--- config.mk ---
export PLATFORM = sky130hd
export DESIGN_NAME = fms_seq
export DESIGN_NICKNAME = d
export VERILOG_FILES = /design/src/hw/fms_pkg.sv /design/src/hw/fms_buf.sv /design/src/hw/fms_seq.sv
export VERILOG_INCLUDE_DIRS = /design/src /design/src/hw
export SDC_FILE = /design/constraint.sdc
export NUM_CORES = 1
export LEC_CHECK = 0
export BUFFER_PORTS_ARGS = -buffer_cell sky130_fd_sc_hd__buf_4
export CORE_MARGIN = 4
export CORE_UTILIZATION = 48
export CTS_BUF_LIST = sky130_fd_sc_hd__clkbuf_4 sky130_fd_sc_hd__clkbuf_8
export DETAILED_ROUTE_END_ITERATION = 10
export GPL_TIMING_DRIVEN = 0
export HOLD_SLACK_MARGIN = 0.1
export MAX_ROUTING_LAYER = met4
export PLACE_DENSITY_LB_ADDON = 0.2
export SYNTH_ARGS = -nofsm -noshare
export SYNTH_HDL_FRONTEND = slang
export SYNTH_HIERARCHICAL = 1
export SYNTH_SLANG_ARGS = --single-unit
--- constraint.sdc ---
create_clock -name clk -period 23.7 [get_ports clk]
set_input_delay 4.74 -clock clk [delete_from_list [all_inputs] [get_ports clk]]
set_output_delay 4.74 -clock clk [all_outputs]
set_load 0.05 [all_outputs]
--- src/hw/fms_params.svh ---
/*
 Constants of the float mode slot sequencer: codes, widths, timing counts.
 Assumes inclusion by the package and by the sequencer module.
*/
// Function
// - Alternate photodiode and external ECG measurements on consecutive slots.
// - Each slot result readable from the buffer or per-slot data registers.
// - Float mode routes through TIA and integrator, filter bypassed.
// - Whole charge dump lies in negative phase; positive phase cancels offsets.
// - Precondition keeps photodiode on the TIA, integrator off.
// - Reference code 0x2 selects 0.9 V, programmed by host for float.
// - Cathode override with cathode code 0x2 gives about 250 mV bias.
// - Float start disconnects photodiode and isolates TIA input.
// - Integrator resets to zero just before the positive phase.
// - Synchronous LED pulse fires between float start and reconnection.
// - Positive integration starts while the photodiode still floats.
// - Negative phase begins before the photodiode is reconnected.
// - Photodiode reconnects during the negative phase to dump charge.
// - After the dump the TIA disconnects; negative phase completes.
// - Integrator output held after negative phase until ADC samples.
// - Emitter select zero enables float operation for the slot.
// - Float enable value 3 enables floating between connect pulses.
`ifndef FMS_PARAMS_SVH
`define FMS_PARAMS_SVH

`define FMS_CLK_MHZ        200
`define FMS_FLOAT_MIN_NS   4000
`define FMS_FLOAT_MIN_CYC  ((`FMS_FLOAT_MIN_NS * `FMS_CLK_MHZ + 999) / 1000)
`define FMS_CNT_W          18
`define FMS_DATA_W         20
`define FMS_EMIT_FLOAT     2'h0
`define FMS_FLT_EN_ON      2'h3
`define FMS_VREF_0V9       2'h2
`define FMS_VCAT_BIAS      2'h2
`define FMS_AMB_PULSES     8'h02
`define FMS_BUF_DEPTH      2

`endif

--- src/hw/fms_pkg.sv ---
/*
 Types of the float mode slot sequencer.
 Assumes fms_params.svh is on the include path.
*/
`include "fms_params.svh"
package fms_pkg;

   typedef enum logic [3:0] {
      FMS_IDLE   = 4'h0,
      FMS_PRECON = 4'h1,
      FMS_FLOAT  = 4'h3,
      FMS_IRST   = 4'h2,
      FMS_POS    = 4'h6,
      FMS_NEGF   = 4'h7,
      FMS_DUMP   = 4'h5,
      FMS_TAIL   = 4'h4,
      FMS_HOLD   = 4'hc
   } fms_state_t;

   typedef struct packed {
      logic [1:0] slot_emitter_select;
      logic [1:0] slot_float_enable;
      logic [7:0] slot_pulse_count;
      logic [1:0] tia_reference_level;
      logic       cathode_override;
      logic [1:0] cathode_level;
      logic       sync_led;
      logic [4:0] precon_us;
      logic [9:0] float1_us;
      logic [9:0] float2_us;
      logic [4:0] pos_us;
      logic [4:0] negf_us;
      logic [4:0] conn_us;
      logic [4:0] tail_us;
   } fms_cfg_t;

   typedef struct packed {
      logic pd_connect;
      logic tia_connect;
      logic bpf_bypass;
      logic int_reset;
      logic int_pos;
      logic int_neg;
      logic int_hold;
      logic led_pulse;
      logic cathode_bias;
      logic tia_adc_mode;
      logic external_current_input_one;
   } fms_ctl_t;

   typedef struct packed {
      logic                   slot_b;
      logic [7:0]             pulse;
      logic [`FMS_DATA_W-1:0] data;
   } fms_res_t;

endpackage

--- src/hw/fms_buf.sv ---
/*
 Small result buffer with valid/ready on both sides.
 Assumes one clock; the drain side may stall at will.
*/
`timescale 1ns/1ps
module fms_buf #(
   parameter int W     = 29,
   parameter int DEPTH = 2
) (
   input  wire logic         clk,       // Clock
   input  wire logic         rst_b,     // Async reset, low
   input  wire logic         in_valid,  // Word offered
   output logic              in_ready,  // Space free
   input  wire logic [W-1:0] in_data,   // Word in
   output logic              out_valid, // Word waiting
   input  wire logic         out_ready, // Drain takes word
   output logic [W-1:0]      out_data   // Oldest word
);
   localparam int AW = $clog2(DEPTH);

   if (DEPTH < 2 || (DEPTH & (DEPTH - 1)) != 0) begin : g_chk
      $error("fms_buf: DEPTH must be a power of two, at least 2");
   end

   logic [W-1:0] mem_q [DEPTH];
   logic [AW:0]  wr_q, wr_d, rd_q, rd_d;
   logic         push, pop;

   always_comb begin
      in_ready  = (wr_q - rd_q) != (AW + 1)'(DEPTH);
      out_valid = wr_q != rd_q;
      out_data  = mem_q[rd_q[AW-1:0]];
      push      = in_valid && in_ready;
      pop       = out_valid && out_ready;
      wr_d      = push ? wr_q + 1'b1 : wr_q;
      rd_d      = pop ? rd_q + 1'b1 : rd_q;
   end

   always_ff @(posedge clk or negedge rst_b) begin
      if (!rst_b) begin
         wr_q <= '0;
         rd_q <= '0;
      end else begin
         wr_q <= wr_d;
         rd_q <= rd_d;
      end
   end

   always_ff @(posedge clk) begin
      if (push) begin
         mem_q[wr_q[AW-1:0]] <= in_data;
      end
   end
endmodule

--- src/hw/fms_seq.sv ---
/*
 Float mode slot sequencer: runs slots A and B in turn, each float slot as a train of
 pulses through precondition, float, integrator reset, positive and
 negative phases, charge dump, TIA disconnect and hold for the ADC.
 Assumes the ADC and slot trigger live on clk; analog switches follow ctl.
*/
`timescale 1ns/1ps
`include "fms_params.svh"
module fms_seq #(
   parameter int CLK_MHZ = `FMS_CLK_MHZ,
   parameter int DATA_W  = `FMS_DATA_W,
   parameter int DEPTH   = `FMS_BUF_DEPTH
) (
   input  wire logic                clk,          // 200 MHz clock
   input  wire logic                rst_b,        // Async reset, low
   input  wire fms_pkg::fms_cfg_t   cfg_a,        // Slot A setup
   input  wire fms_pkg::fms_cfg_t   cfg_b,        // Slot B setup
   input  wire logic                ecg_sync,     // Slot B takes ECG input
   input  wire logic                slot_trig,    // Start next slot
   input  wire logic                adc_valid,    // ADC sample ready
   input  wire logic [DATA_W-1:0]   adc_data,     // ADC sample
   output logic                     adc_req,      // Hold, sample now
   output fms_pkg::fms_ctl_t        ctl,          // Switch controls
   output logic                     busy,         // Slot running
   output logic                     slot_b_now,   // Current slot is B
   output logic                     slot_done,    // Slot finished
   output logic                     cfg_err,      // Float too short
   output logic                     cfg_warn,     // Float setup unusual
   output logic [DATA_W-1:0]        slot_a_data,  // Last slot A result
   output logic [DATA_W-1:0]        slot_b_data,  // Last slot B result
   output logic                     res_valid,    // Buffered result
   input  wire logic                res_ready,    // Reader takes result
   output fms_pkg::fms_res_t        res           // Result word
);
   localparam int CW = `FMS_CNT_W;

   if (CLK_MHZ < 1 || DATA_W != `FMS_DATA_W || DEPTH < 2) begin : g_chk
      $error("fms_seq: unsupported parameter values");
   end

   localparam logic [CW-1:0] FLOAT_MIN = CW'(`FMS_FLOAT_MIN_CYC);

   ////////////////////////////////////////////////////////////////////////
   // Helpers

   // Microseconds to cycles, at least one cycle
   function automatic logic [CW-1:0] us2cyc(input logic [9:0] us);
      logic [CW-1:0] c;
      c = CW'(us * CLK_MHZ);
      return (c == '0) ? CW'(1) : c;
   endfunction

   // Counter load for a phase of n cycles
   function automatic logic [CW-1:0] ld(input logic [CW-1:0] n);
      return n - CW'(1);
   endfunction

   // Float long enough, with room for reset, positive and early negative
   function automatic logic flt_ok(input logic [CW-1:0] f,
                                   input logic [CW-1:0] p,
                                   input logic [CW-1:0] n);
      return f >= FLOAT_MIN && f > p + n + CW'(1);
   endfunction

   ////////////////////////////////////////////////////////////////////////
   // Slot decode

   fms_pkg::fms_state_t  st_q, st_d;
   logic [CW-1:0]        cnt_q, cnt_d;
   logic [7:0]           pls_q, pls_d;
   logic                 slb_q, slb_d;
   logic                 err_q, err_d;
   logic                 done_q, done_d;
   logic [DATA_W-1:0]    da_q, da_d, db_q, db_d;
   fms_pkg::fms_ctl_t    ctl_q, ctl_d;
   fms_pkg::fms_cfg_t    cf;
   logic                 fmode, ecg, valid, zero, last;
   logic [CW-1:0]        flt, pre_f, pos, negf, conn, tail, prec;
   logic [7:0]           npls;
   logic                 buf_ready, push;
   fms_pkg::fms_res_t    push_w;

   always_comb begin
      cf    = slb_q ? cfg_b : cfg_a;
      ecg   = ecg_sync && slb_q;
      fmode = !ecg && cf.slot_emitter_select == `FMS_EMIT_FLOAT
              && cf.slot_float_enable == `FMS_FLT_EN_ON;
      flt   = us2cyc(pls_q == 8'h00 ? cf.float1_us : cf.float2_us);
      prec  = us2cyc({5'h00, cf.precon_us});
      pos   = us2cyc({5'h00, cf.pos_us});
      negf  = us2cyc({5'h00, cf.negf_us});
      conn  = us2cyc({5'h00, cf.conn_us});
      tail  = us2cyc({5'h00, cf.tail_us});
      // Float window A..D holds reset, positive and early negative
      pre_f = flt - pos - negf - CW'(1);
      npls  = (cf.slot_pulse_count == 8'h00) ? 8'h01 : cf.slot_pulse_count;
      // short float refused, first and later pulses
      valid = flt_ok(us2cyc(cf.float1_us), pos, negf)
              && (npls == 8'h01
                  || flt_ok(us2cyc(cf.float2_us), pos, negf));
      last  = (pls_q + 8'h01) >= npls;
      zero  = cnt_q == '0;
   end

   // Host setup checks for float and ECG slots
   always_comb begin
      cfg_warn = 1'b0;
      if (fmode && (cf.tia_reference_level != `FMS_VREF_0V9
                    || !cf.cathode_override
                    || cf.cathode_level != `FMS_VCAT_BIAS
                    || (!cf.sync_led
                        && cf.slot_pulse_count != `FMS_AMB_PULSES))) begin
         cfg_warn = 1'b1;
      end
      if (ecg && cf.tia_reference_level != `FMS_VREF_0V9) begin
         cfg_warn = 1'b1;
      end
   end

   ////////////////////////////////////////////////////////////////////////
   // Sequence

   always_comb begin
      st_d   = st_q;
      cnt_d  = zero ? cnt_q : cnt_q - CW'(1);
      pls_d  = pls_q;
      slb_d  = slb_q;
      err_d  = err_q;
      done_d = 1'b0;
      da_d   = da_q;
      db_d   = db_q;
      push   = 1'b0;
      unique case (st_q)
         fms_pkg::FMS_IDLE: begin
            if (slot_trig) begin
               err_d = fmode && !valid;
               if (fmode && !valid) begin
                  slb_d  = !slb_q;
                  done_d = 1'b1;
               end else begin
                  pls_d = 8'h00;
                  st_d  = fms_pkg::FMS_PRECON;
                  cnt_d = ld(ecg ? conn : prec);
               end
            end
         end
         fms_pkg::FMS_PRECON: begin
            if (zero) begin
               if (ecg) begin
                  st_d = fms_pkg::FMS_HOLD;
               end else if (fmode) begin
                  st_d  = fms_pkg::FMS_FLOAT;
                  cnt_d = ld(pre_f);
               end else begin
                  st_d  = fms_pkg::FMS_DUMP;
                  cnt_d = ld(conn);
               end
            end
         end
         fms_pkg::FMS_FLOAT: begin
            if (zero) begin
               st_d = fms_pkg::FMS_IRST;
            end
         end
         fms_pkg::FMS_IRST: begin
            st_d  = fms_pkg::FMS_POS;
            cnt_d = ld(pos);
         end
         fms_pkg::FMS_POS: begin
            if (zero) begin
               st_d  = fms_pkg::FMS_NEGF;
               cnt_d = ld(negf);
            end
         end
         fms_pkg::FMS_NEGF: begin
            if (zero) begin
               st_d  = fms_pkg::FMS_DUMP;
               cnt_d = ld(conn);
            end
         end
         fms_pkg::FMS_DUMP: begin
            if (zero) begin
               if (fmode) begin
                  st_d  = fms_pkg::FMS_TAIL;
                  cnt_d = ld(tail);
               end else begin
                  st_d = fms_pkg::FMS_HOLD;
               end
            end
         end
         fms_pkg::FMS_TAIL: begin
            if (zero) begin
               st_d = fms_pkg::FMS_HOLD;
            end
         end
         fms_pkg::FMS_HOLD: begin
            if (adc_valid && buf_ready) begin
               push = 1'b1;
               if (slb_q) begin
                  db_d = adc_data;
               end else begin
                  da_d = adc_data;
               end
               pls_d = pls_q + 8'h01;
               if (last) begin
                  st_d   = fms_pkg::FMS_IDLE;
                  slb_d  = !slb_q;
                  done_d = 1'b1;
               end else begin
                  st_d  = fms_pkg::FMS_PRECON;
                  cnt_d = ld(prec);
               end
            end
         end
         default: begin
            st_d = fms_pkg::FMS_IDLE;
         end
      endcase
   end

   ////////////////////////////////////////////////////////////////////////
   // Switch decode, registered from next state

   always_comb begin
      ctl_d = '0;
      if (st_d != fms_pkg::FMS_IDLE) begin
         ctl_d.pd_connect = !fmode || st_d == fms_pkg::FMS_PRECON
                            || st_d == fms_pkg::FMS_DUMP;
         ctl_d.tia_connect = ctl_d.pd_connect;
         ctl_d.bpf_bypass = fmode || ecg;
         ctl_d.tia_adc_mode = ecg;
         ctl_d.external_current_input_one = ecg;
         ctl_d.int_reset = st_d == fms_pkg::FMS_IRST;
         ctl_d.int_pos = st_d == fms_pkg::FMS_POS;
         ctl_d.int_neg = st_d == fms_pkg::FMS_NEGF
                         || (fmode && st_d == fms_pkg::FMS_DUMP)
                         || st_d == fms_pkg::FMS_TAIL;
         ctl_d.int_hold = st_d == fms_pkg::FMS_HOLD;
         ctl_d.led_pulse = fmode
            ? cf.sync_led && (st_d == fms_pkg::FMS_FLOAT
                              || st_d == fms_pkg::FMS_IRST
                              || st_d == fms_pkg::FMS_POS
                              || st_d == fms_pkg::FMS_NEGF)
            : !ecg && st_d == fms_pkg::FMS_DUMP;
         ctl_d.cathode_bias = st_d == fms_pkg::FMS_PRECON
                              && cf.cathode_override
                              && cf.cathode_level == `FMS_VCAT_BIAS;
      end
   end

   always_ff @(posedge clk or negedge rst_b) begin
      if (!rst_b) begin
         st_q   <= fms_pkg::FMS_IDLE;
         cnt_q  <= '0;
         pls_q  <= 8'h00;
         slb_q  <= 1'b0;
         err_q  <= 1'b0;
         done_q <= 1'b0;
         da_q   <= '0;
         db_q   <= '0;
         ctl_q  <= '0;
      end else begin
         st_q   <= st_d;
         cnt_q  <= cnt_d;
         pls_q  <= pls_d;
         slb_q  <= slb_d;
         err_q  <= err_d;
         done_q <= done_d;
         da_q   <= da_d;
         db_q   <= db_d;
         ctl_q  <= ctl_d;
      end
   end

   ////////////////////////////////////////////////////////////////////////
   // Result buffer

   always_comb begin
      push_w.slot_b = slb_q;
      push_w.pulse  = pls_q;
      push_w.data   = adc_data;
   end

   fms_buf #(
      .W     ($bits(fms_pkg::fms_res_t)),
      .DEPTH (DEPTH)
   ) u_buf (
      .clk       (clk),
      .rst_b     (rst_b),
      .in_valid  (push),
      .in_ready  (buf_ready),
      .in_data   (push_w),
      .out_valid (res_valid),
      .out_ready (res_ready),
      .out_data  (res)
   );

   always_comb begin
      adc_req     = st_q == fms_pkg::FMS_HOLD;
      ctl         = ctl_q;
      busy        = st_q != fms_pkg::FMS_IDLE;
      slot_b_now  = slb_q;
      slot_done   = done_q;
      cfg_err     = err_q;
      slot_a_data = da_q;
      slot_b_data = db_q;
   end
endmodule

==> out/metrics.csv <==
metric,value,unit
status,finished clean,
Port Buffer Count,238,
slack of the critical path,10700,ps
HP Start,slot_b_data[19],
Fin. Hold Viols,0,
clk_lat worst skew,440,ps
Worst setup EP type,flop,
Sw Pwr,639.4,µW
post_cts resized,0,
Clock transition at path regs,90,ps
Syn Inst Count,1801,
Synth Cell Area,16650,µm²
Post-synth EDFFs,58,
Syn Area/Cell,9.247,µm²
Final Critical Period,13000,ps
# DRC,0,
Slew HR,0.2167,
first-pass GRT wire length,81.12,mm
Routed WL,52.06,mm
CP Max Fanout,9,
Worst path slowest cell,xnor2_1,
most numerous cell in the Yosys netlist,ha_1,
post-DP HPWL,43.56,mm
Total GRT Usage,0.2739,
Worst-Margin Slew,1175,ps
clk_skew,13.96,ps
die area,37740,µm²
switch share,0.4770,
Area Growth Syn to Fin,16.68,%
Max-Cap Viols,0,
CTS Sinks,144,
detail-routed via count per cell,5.941,
Cell Pwr Density,68.99,nW/µm²
synthesis-stage register bit count,144,
largest net degree at the start of global routing,87,
"Seq/Total Area, Yosys",0.2338,
R2R Setup Slk,12660,ps
Die Y,194.3,µm
Post-Route Setup TNS,0,ps
Root Driver,clkbuf_8,
io pins,239,
Synth top area share,0.1923,
Setup WS pre-CTS,10470,ps
reg-to-reg endpoint,cnt_q[7],
# setup viols final,0,
Tcrit/Tclk final,0.5483,
Clk network pwr share,0.136,
Cell variety after synth,95,
Peak VDD IR,0.06033,mV
cells on worst reg2reg path,40,
total CTS buffers,17,
Achievable Freq,0.07695,GHz
post-CTS setup buffers,0,
max-slew violation count,0,
"slowest stage delay, CP",740,ps
Setup CP Type,input port to flop,
"Req. time, crit path",24020,ps
Leak,8.938,nW
clock buffer depth,2,
CTS Hold Bufs,0,
Initial Util,0.4918,
ANT cells,0,
net count after synthesis,2242,
core region area,33870,µm²
vias in the first global route,14950,
H-tree Lvls,4,
fin nets,2500,
Syn. warnings,6,
total gr overflow,0,
Antenna Nets Post-Route,0,
P_int,701.2,µW
Comb power frac,0.647,
post-synthesis async set-or-reset flop share,0.5972,
routability cong.,1.030,
ratio of cells with drive above 1 in the final layout,0.2080,
RR Startpoint,slot_b_now,
crit path DAT,13320,ps
Final Power,1.341,mW
RSZ-0062 raised after global routing,false,
Seq pwr share,0.217,
Min-Delay Path Class,flop to flop,
antenna violations before repair,0,
FP Rows,67,
Worst Setup Start Kind,input port,
vias,14970,
die width,194.3,µm
Area contributors post-synth,"ha_1 (19%), dfrtp_1 (13%), edfxtp_1 (10%), mux2_2 (6.7%), fa_1 (4.0%)",
CTS tree,yes,
worst hold path depth,1,
most used flip-flop cell after synthesis,dfrtp_1,
drt first pass iters,6,
WL/cell,20.66,µm
most frequent cells after synthesis,"ha_1 (256), inv_1 (146), nand2_1 (116)",
DR iter-0 viols,990,
Yosys top cell by area,ha_1,
Hold Path End,slot_b_data[19],
[layout make-up]
type / count / area [µm²]
timing repair buffer: 239 / 1814
inverter: 149 / 559.3
sequential: 144 / 3894
clock inverter: 15 / 143.9
clock buffer: 17 / 234.0
multi-input combinational: 1447 / 11940
buffer: 61 / 287.8
fill: 3050 / 14440
tap: 448 / 560.5
[cell families after synthesis]
family          after synthesis  synth area share
fa+ha+maj                   289            0.2320
buf+inv                     210           0.05086
simple gates                455            0.1423
mux                         160            0.1062
compound gates              429            0.1745
xor+xnor                    114           0.06040
flops                       144            0.2338
[worst max-delay path by stage]
| stage | start | slack, ps | depth (start not counted) | to |
|---|---|---|---|---|
| after global placement | cfg_b[11] | 10550 | 33 | cnt_q[7] |
| after CTS | cfg_b[11] | 10920 | 35 | cnt_q[7] |
| final | cfg_b[11] | 10700 | 35 | cnt_q[7] |
| after global routing | cfg_b[11] | 10150 | 35 | cnt_q[7] |
| after detailed placement | cfg_b[11] | 10470 | 35 | cnt_q[7] |
| after floorplan | cfg_b[17] | 12180 | 29 | cnt_q[5] |
[critical path: cells and delay by family]
kind                     cells  cell delay [ps]
AO/OA/AOI/OAI               14             2480
XOR/XNOR                     2             1030
adder cells (fa/ha/maj)      5             1460
buffers and inverters        4              790
multiplexers                 2              960
AND/OR/NAND/NOR              8             1820
[metrics by stage]
step                instances  utilization  area [µm²]  hold slack, ps
detailed placement       2488       0.5626       19050           495.8
finish                   2520       0.5738       19430           514.9
floorplan                1801            -       16650           442.1
global route             2520       0.5738       19430           537.5
CTS                      2520       0.5738       19430           516.7
global placement         2487       0.5611       19000           466.1
[flip-flops by register name, indices dropped and copies added, names as in the netlist]
signal	cells
u_buf/rd_q	2
slot_done	1
u_buf/mem_q	58
cfg_err	1
u_buf/wr_q	2
pls_q	8
slot_a_data	20
st_q	4
slot_b_data	20
ctl	9
cnt_q	18
slot_b_now	1
[power groups by stage]
stage	clock network (mW)	logic, mW	registers [mW]
floorplan	0	0.622	0.297
global placement	0	0.827	0.296
detailed placement	0	0.848	0.297
CTS	0.186	0.853	0.291
global route	0.198	0.959	0.294
finish	0.182	0.867	0.292
[layer usage]
layer	track usage	part of all wire	vias up
li1	-	-	7134
met1	0.3529	0.43	7227
met2	0.4583	0.48	534
met3	0.03006	0.058	76
met4	0.08047	0.031	0
met5	-	0	-
[cells in the final DEF (no fill, tap or decap), types with 33 or more instances in the layout]
cell	count
ha_1	256
buf_4	241
inv_1	146
nand2_1	116
mux2_2	99
nor2_1	97
a21oi_1	97
o21ai_0	88
dfrtp_1	86
xnor2_1	58
edfxtp_1	58
mux2i_1	57
xor2_1	55
nand3_1	43
clkbuf_1	39
fa_1	33
Power figures use the tool's default switching activity.
